**src/inc/dmtcu_pkg.sv**
```systemverilog
// Constants, field layouts and carrier types of the timer/counter unit.
// Assumes one system clock; pins arrive unsynchronised.
package dmtcu_pkg;

  ////////////////////////////////////////////////////////////////////////////
  // Sizes
  localparam int unsigned TMR_N  = 5;
  localparam int unsigned TMR_W  = 16;
  localparam int unsigned PIN_N  = 10;
  localparam int unsigned ADDR_W = 4;
  localparam int unsigned FLAG_N = 8;

  // Timer index
  localparam int unsigned T_AUX_A  = 0;
  localparam int unsigned T_CORE1  = 1;
  localparam int unsigned T_AUX_B  = 2;
  localparam int unsigned T_AUX2   = 3;
  localparam int unsigned T_CORE2  = 4;

  // Pin index inside the pin vector
  localparam int unsigned P_AUX_A_IN  = 0;
  localparam int unsigned P_AUX_A_DIR = 1;
  localparam int unsigned P_CORE1_IN  = 2;
  localparam int unsigned P_CORE1_DIR = 3;
  localparam int unsigned P_AUX_B_IN  = 4;
  localparam int unsigned P_AUX_B_DIR = 5;
  localparam int unsigned P_AUX2_IN   = 6;
  localparam int unsigned P_CORE2_IN  = 7;
  localparam int unsigned P_CORE2_DIR = 8;
  localparam int unsigned P_CAP_IN    = 9;

  localparam int unsigned TMR_IN_PIN  [TMR_N] = '{0, 2, 4, 6, 7};
  localparam int unsigned TMR_DIR_PIN [TMR_N] = '{1, 3, 5, 0, 8};
  localparam bit          TMR_HAS_DIR [TMR_N] = '{1, 1, 1, 0, 1};

  // Finest step, as a power of two of system clock cycles
  localparam logic [3:0] FIRST_BASE_SHIFT  = 4'h2;
  localparam logic [3:0] SECOND_BASE_SHIFT = 4'h1;

  ////////////////////////////////////////////////////////////////////////////
  // Register index
  localparam logic [ADDR_W-1:0] A_CTRL0  = 4'h0;
  localparam logic [ADDR_W-1:0] A_CAPCTL = 4'h5;
  localparam logic [ADDR_W-1:0] A_VAL0   = 4'h6;
  localparam logic [ADDR_W-1:0] A_CAPTURE_RELOAD_REGISTER = 4'hB;
  localparam logic [ADDR_W-1:0] A_FLAGS  = 4'hC;

  // Timer control fields
  localparam int unsigned CTL_PS_LSB    = 0;
  localparam int unsigned CTL_MODE_LSB  = 3;
  localparam int unsigned CTL_RUN       = 5;
  localparam int unsigned CTL_DIR_SW    = 6;
  localparam int unsigned CTL_DIR_EXT   = 7;
  localparam int unsigned CTL_EDGE_LSB  = 8;
  localparam int unsigned CTL_ROLE_LSB  = 10;
  localparam int unsigned CTL_TOUT_EN   = 10;
  localparam int unsigned CTL_RLD_CAPR  = 11;
  localparam int unsigned CTL_RLD_TLR   = 12;
  localparam int unsigned CTL_RLD_TLF   = 13;
  localparam int unsigned CTL_GATE_LVL  = 14;

  // Capture control fields
  localparam int unsigned CAP_EDGE_LSB = 0;
  localparam int unsigned CAP_CLR      = 2;
  localparam int unsigned CAP_CORE_IN  = 3;
  localparam int unsigned CAP_CORE_DIR = 4;
  localparam int unsigned CAP_EN       = 5;

  // Flag bits: 0..4 timer wrap, then captures
  localparam int unsigned FLG_CAP_A  = 5;
  localparam int unsigned FLG_CAP_B  = 6;
  localparam int unsigned FLG_CAPTURE_RELOAD_REGISTER = 7;

  localparam logic [TMR_W-1:0] REG_RST = 16'h0000;

  ////////////////////////////////////////////////////////////////////////////
  typedef enum logic [1:0] {
    MODE_TIMER, MODE_GATED, MODE_COUNTER, MODE_QUAD
  } dmtcu_mode_t;

  typedef enum logic [1:0] {
    ROLE_NORMAL, ROLE_CHAINED, ROLE_CAPTURE, ROLE_RELOAD
  } dmtcu_role_t;

  typedef struct packed {
    logic [ADDR_W-1:0] addr;
    logic [TMR_W-1:0]  wdata;
    logic              wr;
    logic              rd;
  } dmtcu_bus_t;

  // Edge select: bit 0 rising, bit 1 falling
  function automatic logic dmtcu_edge_hit(input logic [1:0] sel,
                                          input logic       rise,
                                          input logic       fall);
    return (sel[0] & rise) | (sel[1] & fall);
  endfunction : dmtcu_edge_hit

  // One count step; top bit flags wrap past either end
  function automatic logic [16:0] dmtcu_step(input logic [15:0] v,
                                             input logic        en,
                                             input logic        dn);
    logic [16:0] r;
    r = {1'b0, v};
    if (en) begin
      if (dn) r = {(v == 16'h0000), v - 16'h0001};
      else    r = {(v == 16'hFFFF), v + 16'h0001};
    end
    return r;
  endfunction : dmtcu_step

endpackage : dmtcu_pkg

```
**src/design/dmtcu_top.sv**
```systemverilog
// Five-timer unit in two modules with capture/reload register.
// Assumes pins are asynchronous and a one-cycle strobe register port.
//
// Implementation choices: the address map and strobed register access.
`timescale 1ns/100ps

module dmtcu_top
  import dmtcu_pkg::*;
#(
  parameter int unsigned PRESC_W = 12
) (
  // Clock and reset
  input  wire logic              i_ref_clk,
  input  wire logic              i_arst_n,
  // Register port
  input  wire dmtcu_bus_t        i_bus,
  output logic [TMR_W-1:0]       o_rd_data,
  // Timer pins
  input  wire logic [PIN_N-1:0]  i_pins,
  output logic                   o_first_core_toggle_output,
  output logic                   o_second_core_toggle_output,
  output logic                   o_second_core_wrap_pulse,
  output logic [FLAG_N-1:0]      o_req_flags
);

  ////////////////////////////////////////////////////////////////////////////
  // Longest prescale is 2^(2+7) cycles
  if (PRESC_W < 10) begin : g_presc_chk
    $error("PRESC_W must be at least 10");
  end

  typedef struct packed {
    logic [2:0][PIN_N-1:0]       sync;
    logic [PIN_N-1:0]            pin;
    logic [PRESC_W-1:0]          presc;
    logic [TMR_N-1:0][TMR_W-1:0] tval;
    logic [TMR_N:0][TMR_W-1:0]   ctrl;
    logic [TMR_W-1:0]            capture_reload_register;
    logic [FLAG_N-1:0]           flags;
    logic                        tl1;
    logic                        tl2;
    logic                        wrap2;
    logic                        out1;
    logic                        out2;
    logic [TMR_W-1:0]            rd_data;
  } dmtcu_state_t;

  dmtcu_state_t     s_reg;
  dmtcu_state_t     s_next;
  logic [TMR_N-1:0] step_c;
  logic [TMR_N-1:0] down_c;
  logic [TMR_N-1:0] wrap_c;
  logic [TMR_N-1:0] aux_cap_c;
  logic             cap_trig_c;

  // Prescaler tap: true once every 2^sh cycles
  function automatic logic tick_hit(input logic [PRESC_W-1:0] cnt,
                                    input logic [3:0]         sh);
    logic [PRESC_W-1:0] m;
    m = PRESC_W'((32'd1 << sh) - 32'd1);
    return (cnt & m) == '0;
  endfunction : tick_hit

  ////////////////////////////////////////////////////////////////////////////
  always_comb begin
    logic [TMR_W-1:0]  c;
    dmtcu_mode_t       md;
    dmtcu_role_t       rl;
    logic [PIN_N-1:0]  agree;
    logic [PIN_N-1:0]  edg;
    logic [PIN_N-1:0]  rise;
    logic [PIN_N-1:0]  fall;
    logic [3:0]        sh;
    logic [16:0]       r;
    logic              tl1_r;
    logic              tl1_f;
    logic              tl2_r;
    logic              tl2_f;
    logic              trig;
    c      = '0;
    md     = MODE_TIMER;
    rl     = ROLE_NORMAL;
    sh     = '0;
    r      = '0;
    trig   = 1'b0;
    agree  = '0;
    edg    = '0;
    rise   = '0;
    fall   = '0;
    tl1_r  = 1'b0;
    tl1_f  = 1'b0;
    tl2_r  = 1'b0;
    tl2_f  = 1'b0;
    s_next = s_reg;
    step_c    = '0;
    down_c    = '0;
    wrap_c    = '0;
    aux_cap_c = '0;

    // Three stages; a change counts once stages two and three agree
    s_next.sync[0] = i_pins;
    s_next.sync[1] = s_reg.sync[0];
    s_next.sync[2] = s_reg.sync[1];
    agree          = ~(s_reg.sync[1] ^ s_reg.sync[2]);
    s_next.pin     = (agree & s_reg.sync[2]) | (~agree & s_reg.pin);
    edg            = s_next.pin ^ s_reg.pin;
    rise           = edg & s_next.pin;
    fall           = edg & ~s_next.pin;
    s_next.presc   = s_reg.presc + 1'b1;

    // five timers, own step and direction
    for (int i = 0; i < TMR_N; i++) begin
      c  = s_reg.ctrl[i];
      md = dmtcu_mode_t'(c[CTL_MODE_LSB +: 2]);
      sh = ((i < 3) ? FIRST_BASE_SHIFT : SECOND_BASE_SHIFT)
           + {1'b0, c[CTL_PS_LSB +: 3]};
      unique case (md)
        MODE_TIMER:   step_c[i] = tick_hit(s_reg.presc, sh);
        MODE_GATED:   step_c[i] = tick_hit(s_reg.presc, sh)
                        & (s_next.pin[TMR_IN_PIN[i]] == c[CTL_GATE_LVL]);
        MODE_COUNTER: step_c[i] = dmtcu_edge_hit(c[CTL_EDGE_LSB +: 2],
                        rise[TMR_IN_PIN[i]], fall[TMR_IN_PIN[i]]);
        MODE_QUAD:    step_c[i] = (i < 3)
                        && (edg[TMR_IN_PIN[i]] || edg[TMR_DIR_PIN[i]]);
      endcase
      step_c[i] = step_c[i] & c[CTL_RUN];
      // software direction, optionally flipped by pin
      // second aux never sees a direction pin
      down_c[i] = c[CTL_DIR_SW] ^ (c[CTL_DIR_EXT] & TMR_HAS_DIR[i]
                  & s_next.pin[TMR_DIR_PIN[i]]);
      if (md == MODE_QUAD && i < 3) begin
        down_c[i] = ~(s_next.pin[TMR_IN_PIN[i]]
                      ^ s_reg.pin[TMR_DIR_PIN[i]]);
      end
    end

    ////////////////////////////////////////////////////////////////////////
    // Core timers first: their latches clock the auxiliaries
    r = dmtcu_step(s_reg.tval[T_CORE1], step_c[T_CORE1], down_c[T_CORE1]);
    wrap_c[T_CORE1]        = r[16];
    s_next.tval[T_CORE1]   = r[15:0];
    if (wrap_c[T_CORE1]) s_next.tl1 = ~s_reg.tl1;
    tl1_r = s_next.tl1 & ~s_reg.tl1;
    tl1_f = ~s_next.tl1 & s_reg.tl1;

    r = dmtcu_step(s_reg.tval[T_CORE2], step_c[T_CORE2], down_c[T_CORE2]);
    wrap_c[T_CORE2]        = r[16];
    s_next.tval[T_CORE2]   = r[15:0];
    if (wrap_c[T_CORE2]) s_next.tl2 = ~s_reg.tl2;
    tl2_r = s_next.tl2 & ~s_reg.tl2;
    tl2_f = ~s_next.tl2 & s_reg.tl2;
    if (wrap_c[T_CORE2] && s_reg.ctrl[T_CORE2][CTL_RLD_CAPR]) begin
      s_next.tval[T_CORE2] = s_reg.capture_reload_register;
    end
    s_next.wrap2 = wrap_c[T_CORE2];

    ////////////////////////////////////////////////////////////////////////
    // Auxiliary timers; aux B reload wins a tie with aux A
    for (int j = 0; j < TMR_N; j++) begin
      if (j != T_CORE1 && j != T_CORE2) begin
        c  = s_reg.ctrl[j];
        rl = dmtcu_role_t'(c[CTL_ROLE_LSB +: 2]);
        trig = dmtcu_edge_hit(c[CTL_EDGE_LSB +: 2],
                 rise[TMR_IN_PIN[j]], fall[TMR_IN_PIN[j]]);
        unique case (rl)
          ROLE_NORMAL: begin
            r = dmtcu_step(s_reg.tval[j], step_c[j], down_c[j]);
          end
          // clocked by own module's core latch
          ROLE_CHAINED: begin
            r = dmtcu_step(s_reg.tval[j], c[CTL_RUN] & ((j < 3)
                  ? dmtcu_edge_hit(c[CTL_EDGE_LSB +: 2], tl1_r, tl1_f)
                  : dmtcu_edge_hit(c[CTL_EDGE_LSB +: 2], tl2_r, tl2_f)),
                  down_c[j]);
          end
          // stopped; aux A/B latch first core on own pin, second aux only holds
          ROLE_CAPTURE: begin
            r = {1'b0, s_reg.tval[j]};
            if (j < 3 && trig) begin
              r            = {1'b0, s_reg.tval[T_CORE1]};
              aux_cap_c[j] = 1'b1;
            end
          end
          // stopped; aux A/B reload first core on pin or first latch edge, second aux only holds
          ROLE_RELOAD: begin
            r = {1'b0, s_reg.tval[j]};
            if (j < 3 && (trig || (c[CTL_RLD_TLR] && tl1_r)
                              || (c[CTL_RLD_TLF] && tl1_f))) begin
              s_next.tval[T_CORE1] = s_reg.tval[j];
            end
          end
        endcase
        wrap_c[j]      = r[16];
        s_next.tval[j] = r[15:0];
      end
    end

    ////////////////////////////////////////////////////////////////////////
    c = s_reg.ctrl[TMR_N];
    // capture pin edge; first core pin edges
    cap_trig_c = c[CAP_EN] & (dmtcu_edge_hit(c[CAP_EDGE_LSB +: 2],
                   rise[P_CAP_IN], fall[P_CAP_IN])
                 | (c[CAP_CORE_IN] & edg[P_CORE1_IN])
                 | (c[CAP_CORE_DIR] & edg[P_CORE1_DIR]));
    if (cap_trig_c) begin
      s_next.capture_reload_register = s_reg.tval[T_AUX2];
      if (c[CAP_CLR]) s_next.tval[T_AUX2] = REG_RST;
    end

    ////////////////////////////////////////////////////////////////////////
    // Software access; software value writes override hardware
    if (i_bus.wr) begin
      if (i_bus.addr <= A_CAPCTL) begin
        s_next.ctrl[i_bus.addr] = i_bus.wdata;
      end else if (i_bus.addr < A_CAPTURE_RELOAD_REGISTER) begin
        s_next.tval[3'(i_bus.addr - A_VAL0)] = i_bus.wdata;
      end else if (i_bus.addr == A_CAPTURE_RELOAD_REGISTER) begin
        s_next.capture_reload_register = i_bus.wdata;
      end else if (i_bus.addr == A_FLAGS) begin
        s_next.flags = s_reg.flags & ~i_bus.wdata[FLAG_N-1:0];
      end
    end
    // sticky flags; a set beats a same-cycle clear
    s_next.flags = s_next.flags | {cap_trig_c, aux_cap_c[T_AUX_B],
                   aux_cap_c[T_AUX_A], wrap_c};

    s_next.rd_data = REG_RST;
    if (i_bus.rd) begin
      if (i_bus.addr <= A_CAPCTL) begin
        s_next.rd_data = s_reg.ctrl[i_bus.addr];
      end else if (i_bus.addr < A_CAPTURE_RELOAD_REGISTER) begin
        s_next.rd_data = s_reg.tval[3'(i_bus.addr - A_VAL0)];
      end else if (i_bus.addr == A_CAPTURE_RELOAD_REGISTER) begin
        s_next.rd_data = s_reg.capture_reload_register;
      end else if (i_bus.addr == A_FLAGS) begin
        s_next.rd_data = {8'h00, s_reg.flags};
      end
    end

    s_next.out1 = s_next.tl1 & s_next.ctrl[T_CORE1][CTL_TOUT_EN];
    s_next.out2 = s_next.tl2 & s_next.ctrl[T_CORE2][CTL_TOUT_EN];
  end

  always_ff @(posedge i_ref_clk or negedge i_arst_n) begin
    if (!i_arst_n) begin
      s_reg <= '0;
    end else begin
      s_reg <= s_next;
    end
  end

  assign o_rd_data                   = s_reg.rd_data;
  assign o_first_core_toggle_output  = s_reg.out1;
  assign o_second_core_toggle_output = s_reg.out2;
  assign o_second_core_wrap_pulse    = s_reg.wrap2;
  assign o_req_flags                 = s_reg.flags;
endmodule : dmtcu_top

```
**config.mk**
```make
export PLATFORM = sky130hd
export DESIGN_NAME = dmtcu_top
export DESIGN_NICKNAME = d
export VERILOG_FILES = /design/src/inc/dmtcu_pkg.sv /design/src/design/dmtcu_top.sv
export SDC_FILE = /design/constraint.sdc
export NUM_CORES = 1
export LEC_CHECK = 0
export BUFFER_PORTS_ARGS = -buffer_cell sky130_fd_sc_hd__buf_2
export CAP_MARGIN = 10
export CORE_MARGIN = 8
export CORE_UTILIZATION = 60
export CTS_CLUSTER_SIZE = 8
export DETAILED_ROUTE_END_ITERATION = 8
export HOLD_SLACK_MARGIN = 0.05
export PLACE_DENSITY = 0.73
export RECOVER_POWER = 25
export SYNTH_ARGS = -nofsm -noshare
export SYNTH_HDL_FRONTEND = slang
export SYNTH_SLANG_ARGS = --single-unit
```
**constraint.sdc**
```tcl
create_clock -name i_ref_clk -period 5.75 [get_ports i_ref_clk]
set_input_delay 1.15 -clock i_ref_clk [delete_from_list [all_inputs] [get_ports i_ref_clk]]
set_output_delay 1.15 -clock i_ref_clk [all_outputs]
set_load 0.02 [all_outputs]
```
[After elaboration in Yosys (flattened, before gate mapping)]
Cells that the tools add are included.
Word-level totals
  word-level logic and storage cells: 280
  memories kept: 0
  input port bits: 34
  RAM bits: 0
  output and inout bits: 27
  bits in read-only memories: 0
  bits in latches: 0
  flip-flop bits (word level): 273
Operators by class
  $lt $le $gt $ge: 6
  multiplexer cells: 64
  equal/unequal tests: 36
  reduce and logical (&&, ||, !) cells: 34
  bitwise gates (word level): 87
  divide/modulo/power cells: 0
  add/sub/neg operators: 22
  multiply operators: 0
  shift-type cells: 5
Operator list (number)
  16-bit two-way mux: 19
  17-bit two-way mux: 13
  200-bit two-way mux: 1
  80-bit two-way mux: 2
  17-bit one-hot mux with 4 select lines: 2
  16-bit binary-select mux with 3-bit select: 2
  96-bit bitwise mux: 1
  16-bit demux with 3-bit select: 2
  96-bit two-way mux: 1
  16-bit by 1-bit adder with 16-bit output, second input constant: 5
  80-bit bitwise mux: 1
  16-bit == test, second input constant: 5
  16-bit logical NOT: 5
  16-bit by 1-bit subtractor with 16-bit output, second input constant: 5
  12-bit bitwise AND: 5
  12-bit logical NOT: 5
  1-bit by 4-bit << shifter with 12-bit output, first input constant: 5
  12-bit by 1-bit subtractor with 12-bit output, second input constant: 5
  17-bit one-hot mux with 3 select lines: 1
  24-bit two-way mux: 2
  1-bit bitwise AND: 44
  10-bit bitwise AND: 4
  2-bit == test, second input constant: 16
  10-bit inverter: 3
  other kinds (28): 100

[Depth between registers and ports, before layout]
Gate-level depths: netlist of run 1.
  depth after elaboration: 27
  depth in mapped cells: 23
  depth with buffers taken out: 20

[Worst setup path after synthesis of run 1]
No wires, ideal clock.
  path type: reg-to-reg
  start point: register (tool-made name)
  end point: register s_reg[148] (netlist name)
  cell stages (with the launch flop): 23
  buffers on the path: 3
  library setup time: 136 ps
  clock period less this slack: 4849 ps
  required time: 5614 ps
  slack: 901 ps
  arrival: 4713 ps
  path through: dfrtp_1 > inv_1 > ha_1 > nand2b_1 > or3b_2 > ha_1 > nor2_1 > nor3_1 > xnor2_1 > a221o_1 > o31a_1 > buf_2 > buf_2 > nor2_1 > ha_1 > a22o_1 > a21oi_1 > a41o_1 > a31oi_4 > buf_4 > mux2_2 > o21ai_0 > o21ai_0
RTL lines
  end signal, assigned: line dmtcu_top.sv:248  | s_reg <= s_next;
  end, declared: line dmtcu_top.sv:48  | dmtcu_state_t s_reg;

==> results by group, run 1 <==
Status
  • Result of the run: finished with violations
  • Failing checks: capacitance limit, slew limit

Critical path
  • Kind of critical path: reg2reg
  • Required @ worst endpoint: 6110 ps
  • Sort of element at the start of the critical path: register
  • Cell with the most instances on the worst path: ha_1
  • Critical path data arrival time: 5700 ps
  • Family with the most delay on the worst path: compound AO/OA/AOI/OAI gates
  • Cell Chain, Critical Path: inv_1 -> ha_1 -> nand2b_1 -> or3b_2 -> ha_1 -> nor2_1 -> nor3_1 -> xnor2_1 -> a221o_1 -> o31a_1 -> nor2_1 -> ha_1 -> a22o_1 -> a21oi_1 -> a41o_1 -> a31oi_4 -> buf_4 -> mux2_2 -> o21ai_0 -> o21ai_0
  • Cell with the largest stage delay on the worst path: dfrtp_1
  • CP endpoint kind: register
  • Reg2Reg Setup Slack: 410 ps
  • Highest fanout seen on the critical path: 12
  • Worst path max stage delay: between 500 and 600 ps
  • Total buffers and inverters traversed by the critical path: 2

GRT
  • GRT Util Overall: 0.3266
  • Initial antenna violation count: 2
  • Global route overflow: 0
  • Largest net degree at the start of global routing: 119
  • Met2 usage: 0.4863
  • Highest-utilization routing layer at the global route stage: met2
  • Vias in the first global route: 16170
  • Routing usage on met3: 0.07618
  • M1 GR Usage: 0.4524
  • Wire length of the first global-routing pass: between 90000 and 100000 µm

Final layout
  • Filler Cells Inserted: 2610
  • Area occupied by multi-input gates: 11480 µm²
  • Non-filler cells, final: 2454
  • Layout Area Growth over Synthesis: 7.340%
  • Final design area excluding fillers: 20620 µm²
  • Sequential cell area: 6832 µm²
  • Final layout net count: 2194
  • Share of cells above drive strength 1: 0.1453

Placed design
  • Final weighted congestion in routability-driven placement: 0.9702
  • Post-Place Cell Area: 19530 µm²
  • Worst slack at placement: 552.7 ps
  • Half-perimeter wire length after placement: approximately 44000 µm
  • Total of buffers placed on input and output ports: 60
  • Cells after DPL: 2405

Floorplan
  • Effective utilization at floorplan: 0.6088
  • Row count: 65
  • Die width: 194.9 µm
  • Standard cell core area: 31560 µm²
  • Die outline height: 194.9 µm
  • Overall die area: 38000 µm²
  • Io pins: 61

STA
  • Max-Slew Margin vs Limit: -0.8485
  • Count of final max-slew check failures: around 110
  • Endpoints failing setup: 0
  • Number of hold violations in the final report: 0
  • Post-route setup slack: between 400 and 500 ps
  • Final Critical Period: 5344 ps
  • RSZ-0062 raised after global routing: no
  • Max Clk Rate: roughly 190 MHz
  • Skew final: slightly below 40 ps
  • Post-Route Setup TNS: 0 ps
  • Final worst path period share: 0.9294
  • Slew @ Worst Pin: 2773 ps

Logic synthesis
  • Area fraction in compound gates after synthesis: 0.1845
  • Cell type contributing the most total cell area after synthesis: dfrtp_1
  • Synthesized area: between 15000 and 20000 µm²
  • Number of storage elements in the synthesis netlist: 273
  • Top-count cell post-synth: dfrtp_1
  • Share of the synthesized area in the top cell type: 0.3556
  • Share of async-settable or async-resettable flops after synthesis: 1.000
  • Main flop type after synthesis: dfrtp_1
  • Top cells by area in the synthesized netlist: dfrtp_1 (36%), ha_1 (7.2%), mux2_2 (6.8%)
  • Share of synthesized area occupied by flip-flops and latches: 0.3556
  • Yosys warning total: 0
  • Average instance area after synthesis: 9.303 µm²
  • Fraction of synthesized area in multiplexers: 0.1374
  • Most instantiated cells after synthesis: dfrtp_1 (273), nand2_1 (233), nor2_1 (146)
  • Post-synthesis share of cell area spent on and, or, nand and nor gates: 0.1450
  • Adder and majority cell fraction of the synthesized area: 0.08161
  • Area share of xor/xnor cells in the synthesized design: 0.04787
  • Instance count of the mapped netlist: 2065
  • Number of synthesized flops with an enable pin: 0
  • Syn_nets: 2214
  • Combinational family with the most area after synthesis: compound AO/OA/AOI/OAI gates
  • Distinct cell type count after synthesis: 87

CTS
  • Clock tree from TritonCTS: done
  • Root buffer cell: clkbuf_16
  • H-tree Lvls: 2
  • Cts-stage hold buffer count: 0
  • Clock transition at the registers of the reported paths: 50 ps
  • Insertion delay of the later-clocked pin in the worst-skew pair: 560 ps
  • Clock net sink count: about 270
  • Number of buffers inserted to repair setup after CTS: 0
  • CTS Buf Count: 40
  • Clock buffer depth: 3
  • Number of gates resized after CTS: 0

Route
  • DRC: 0
  • Antenna-violating nets left: 0
  • Count of routing violations after the opening detailed-route iteration: 2125
  • Via count: 16860
  • First-pass detailed-route iteration total: 6
  • Total wire length: 62620 µm
  • Final routed wire length divided by cell count: 25.52 µm
  • DR vias/cell: about 6.9

Job
  • Max-Cap Viols: 1

Power and ir drop
  • Power density relative to cell area: 513.4 nW/µm²
  • Seq pwr share: 0.330
  • Share of total power in combinational logic: 0.468
  • Switching share of power: 0.4368
  • Maximum vdd ir drop: 0.3086 mV
  • Overall power after layout: 10590 µW
  • Static power due to leakage: between 0.009 and 0.01 µW
  • Internal power consumption: 5963 µW
  • Clock Power Share: 0.202
  • Switching power of the nets: 4625 µW

Min path
  • Hold/Removal Path Class: reg2reg
## metal layers
layer  wire [µm]  up-vias
li1            -     7464
met1       25750     8208
met2       26790     1015
met3        7230      174
met4        2842        2
met5          10        -
## area by class of cell
cell class,count,share of cell area
Multi-Input combinational cell,1590,0.5568
Sequential cell,273,0.3313
Clock buffer,45,0.05042
Tap cell,402,0.02439
Timing Repair Buffer,84,0.02397
Inverter,56,0.01019
Clock inverter,3,0.002852
Antenna cell,1,0.0001214
## worst register-to-register path: cells and delay by family (launching register included)
kind                       cells  cell delay [ps]
DFF                            1              580
adders and majority gates      3              920
buffers and inverters          2              400
AOI/OAI and AO/OA              8             1730
and+or+nand+nor                5             1060
xor gates and xnor gates       1              140
muxes                          1              350
## cell families after synthesis
group / Yosys count
other: 1
muxes: 218
AOI/OAI and AO/OA: 544
DFF: 273
adders and majority gates: 124
and+or+nand+nor: 598
xor gates and xnor gates: 105
buffers and inverters: 202
## final timing paths
check / startpoint / to / depth (start not counted)
worst max-delay path: register / s_reg[145] / 20
worst min-delay path: s_next[253] / s_next[263] / 0
worst max register to register: register / s_reg[145] / 20
worst min register to register: s_next[253] / s_next[263] / 0
max in group asynchronous: i_arst_n / o_req_flags[5] / 2
min in group asynchronous: i_arst_n / async pin / 1
## placed cells by master (no fill, tap or decap), types with 18 or more instances in the layout
cell type,n
a211oi_1,29
a21o_1,32
a21oi_1,136
a22oi_1,29
a31oi_1,19
buf_2,57
buf_4,24
clkbuf_16,40
dfrtp_1,273
ha_1,110
inv_1,53
mux2_2,116
mux2i_1,77
mux4_2,25
nand2_1,233
nand3_1,40
nand4_1,26
nor2_1,146
nor2b_1,18
nor3_1,27
nor4_1,23
o21a_1,19
o21ai_0,142
xnor2_1,72
xor2_1,33
## power groups by stage
stage	Clock [µW]	Combinational (µW)	Sequential (µW)
2_1_floorplan	0	3920	2930
3_3_place_gp	0	4720	3430
3_5_place_dp	0	4840	3450
4_1_cts	2150	4880	3420
5_1_grt	2230	5470	3530
6_report	2140	4950	3490
## per-stage QoR
stage / hold WS [ps] / util
after floorplan: 331.2 / -
after global placement: 332.0 / 0.6190
after detailed placement: 335.5 / 0.6190
after CTS: 337.1 / 0.6538
after global routing: 346.7 / 0.6535
final: 334.5 / 0.6535
Note: power is estimated with default switching activity, not from simulation.
==> run 2, diff against run 1 <==
--- a/config.mk
+++ b/config.mk
@@ -13,7 +13,7 @@
 export DETAILED_ROUTE_END_ITERATION = 8
 export HOLD_SLACK_MARGIN = 0.05
 export PLACE_DENSITY = 0.73
-export RECOVER_POWER = 25
+export RECOVER_POWER = 100
 export SYNTH_ARGS = -nofsm -noshare
 export SYNTH_HDL_FRONTEND = slang
 export SYNTH_SLANG_ARGS = --single-unit
==> results by group, run 2 (same netlist as run 1, synthesis figures left out) <==
CTS
  • H-tree Lvls: 2 (unchanged)
  • Cts-stage hold buffer count: 0 (unchanged)
  • Number of buffers inserted to repair setup after CTS: 0 (unchanged)
  • Clock tree from TritonCTS: done
  • Clock net sink count: 273 (unchanged)
  • Number of gates resized after CTS: 0 (unchanged)
  • Clock transition at the registers of the reported paths: 50 ps (about the same)
  • CTS Buf Count: 40 (unchanged)
  • Clock buffer depth: 3 (unchanged)
  • Insertion delay of the later-clocked pin in the worst-skew pair: 560 ps (about the same)
  • Root buffer cell: clkbuf_16

Critical path
  • CP endpoint kind: register
  • Required @ worst endpoint: 6190 ps (+80 ps)
  • Kind of critical path: reg2reg
  • Critical path data arrival time: 5940 ps (+240 ps)
  • Worst path max stage delay: 900 ps (+320 ps)
  • Highest fanout seen on the critical path: 21 (+9)
  • Sort of element at the start of the critical path: register
  • Cell Chain, Critical Path: or3_1 -> ha_1 -> o21ai_0 -> o22ai_1 -> a211oi_1 -> a31oi_1 -> nor2_2 -> clkbuf_1 -> nand2_1 -> inv_1 -> ha_1 -> a22oi_1 -> or3b_2 -> o21ai_2 -> nand2_1 -> xor2_1 -> o21ai_0
  • Cell with the largest stage delay on the worst path: clkbuf_1

Final layout
  • Final layout net count: 2194 (unchanged)
  • Share of cells above drive strength 1: 0.1268 (-0.01853)
  • Final design area excluding fillers: 20540 µm² (-0.41%)
  • Util after Layout: 0.6508 (-0.002696)
  • Leading cell types in the layout, fill and taps excluded: dfrtp_1 (273), nand2_1 (233), o21ai_0 (148), nor2_1 (146), a21oi_1 (136)
  • Most common cell after layout, fill and taps aside: dfrtp_1
  • Layout Area Growth over Synthesis: 6.897%

Floorplan
  • Overall die area: 38000 µm² (unchanged)
  • Io pins: 61 (unchanged)
  • Die width: 194.9 µm (unchanged)
  • Effective utilization at floorplan: 0.6088 (unchanged)
  • Die outline height: 194.9 µm (unchanged)
  • Standard cell core area: 31560 µm² (unchanged)
  • Row count: 65 (unchanged)

STA
  • Max-Slew Margin vs Limit: -0.7957 (+0.05285)
  • Count of final max-slew check failures: 336 (+210%)
  • Skew final: 42.74 ps (+3.385 ps)
  • Number of hold violations in the final report: 0 (unchanged)
  • RSZ-0062 raised after global routing: no
  • Slew @ Worst Pin: 2694 ps (-79.28 ps)
  • Final worst path period share: 0.9574 (+0.02803)
  • Final Critical Period: 5505 ps (+161.2 ps)
  • Endpoints failing setup: 0 (unchanged)
  • Post-Route Setup TNS: 0 ps (unchanged)
  • Max Clk Rate: 181.6 MHz (-2.9%)

Placed design
  • Post-Place Cell Area: 19530 µm² (unchanged)
  • Total of buffers placed on input and output ports: 60 (unchanged)
  • Half-perimeter wire length after placement: 44100 µm (unchanged)
  • Final weighted congestion in routability-driven placement: 0.9702 (unchanged)

GRT
  • M1 GR Usage: 0.4524 (unchanged)
  • Wire length of the first global-routing pass: 97080 µm (unchanged)
  • GRT Util Overall: 0.3266 (unchanged)
  • Vias in the first global route: 16170 (unchanged)
  • Highest-utilization routing layer at the global route stage: met2
  • Met2 usage: 0.4863 (unchanged)
  • Largest net degree at the start of global routing: 119 (unchanged)
  • Global route overflow: 0 (unchanged)
  • Routing usage on met3: 0.07618 (unchanged)
  • Initial antenna violation count: 2 (unchanged)

Status
  • Result of the run: finished with violations
  • Failing checks: capacitance limit, slew limit

Power and ir drop
  • Overall power after layout: 10560 µW (-0.24%)
  • Maximum vdd ir drop: 0.3098 mV (+0.40%)
  • Static power due to leakage: 0.008877 µW (-1.6%)
  • Power density relative to cell area: 514.4 nW/µm² (+0.18%)

Min path
  • Hold/Removal Path Class: reg2reg

Route
  • Count of routing violations after the opening detailed-route iteration: 2047 (-3.7%)
  • First-pass detailed-route iteration total: 6 (unchanged)
  • Final routed wire length divided by cell count: 25.51 µm (about the same)
  • Total wire length: 62600 µm (about the same)
  • Via count: 16890 (+0.17%)
  • Antenna-violating nets left: 0 (unchanged)
  • DRC: 0 (unchanged)
  • DR vias/cell: 6.883 (+0.17%)

Job
  • Max-Cap Viols: 5 (+4)
-- run 2: changes by cell type in the layout (fill, tap and decap cells not counted), sizes merged --
cell    change
buf        -36
clkbuf     +36
-- run 2: final cells by class --
cell class	count	area (µm²)
antenna	1	2.502
clock buffer	45	1040
clock inverter	3	58.81
fill	2630	11020
inverter	56	210.2
multi-input combinational	1590	11470
sequential	273	6832
tap	402	503.0
timing repair buffer	84	421.7
-- run 2: per-stage QoR --
step | std cells | setup slack [ps] | hold WS [ps]
after CTS | 2453 | 515.5 | 337.1
after global placement | 2405 | 685.0 | 332.0
final | 2454 | 244.9 | 334.3
after global routing | 2454 | 4.518 | 346.7
after floorplan | 2065 | 900.9 | 331.2
after detailed placement | 2405 | 552.7 | 335.5
-- run 2: where the power goes --
group	switching [µW]	total, µW	leakage [µW]	internal (µW)
clock network	868	2140	0.000537	1270
registers	1060	3490	0.00337	2440
logic	2690	4930	0.00497	2240
-- run 2: critical path, delay by kind of cell, from the launching register on --
family / cells / cell delay (ps)
buffers and inverters: 2 / 1130
adders and majority gates: 2 / 410
and+or+nand+nor: 5 / 1750
DFF: 1 / 470
AOI/OAI and AO/OA: 7 / 1420
xor gates and xnor gates: 1 / 190
-- run 2: metal layers --
metal | up-vias | wire length (µm)
met3 | 178 | 6876
li1 | 7470 | -
met5 | - | 23
met2 | 949 | 27100
met1 | 8293 | 25860
met4 | 2 | 2743
-- run 2: worst paths after layout --
check | from | endpoint | slack, ps | depth (start not counted)
setup / recovery | register | s_reg[204] | 240 | 17
hold / removal | s_next[253] | s_next[263] | 330 | 0
setup reg to reg | register | s_reg[204] | 240 | 17
hold reg to reg | s_next[253] | s_next[263] | 330 | 0
max in group asynchronous | i_arst_n | s_reg[204] | 1350 | 2
min in group asynchronous | i_arst_n | async pin | 1410 | 1
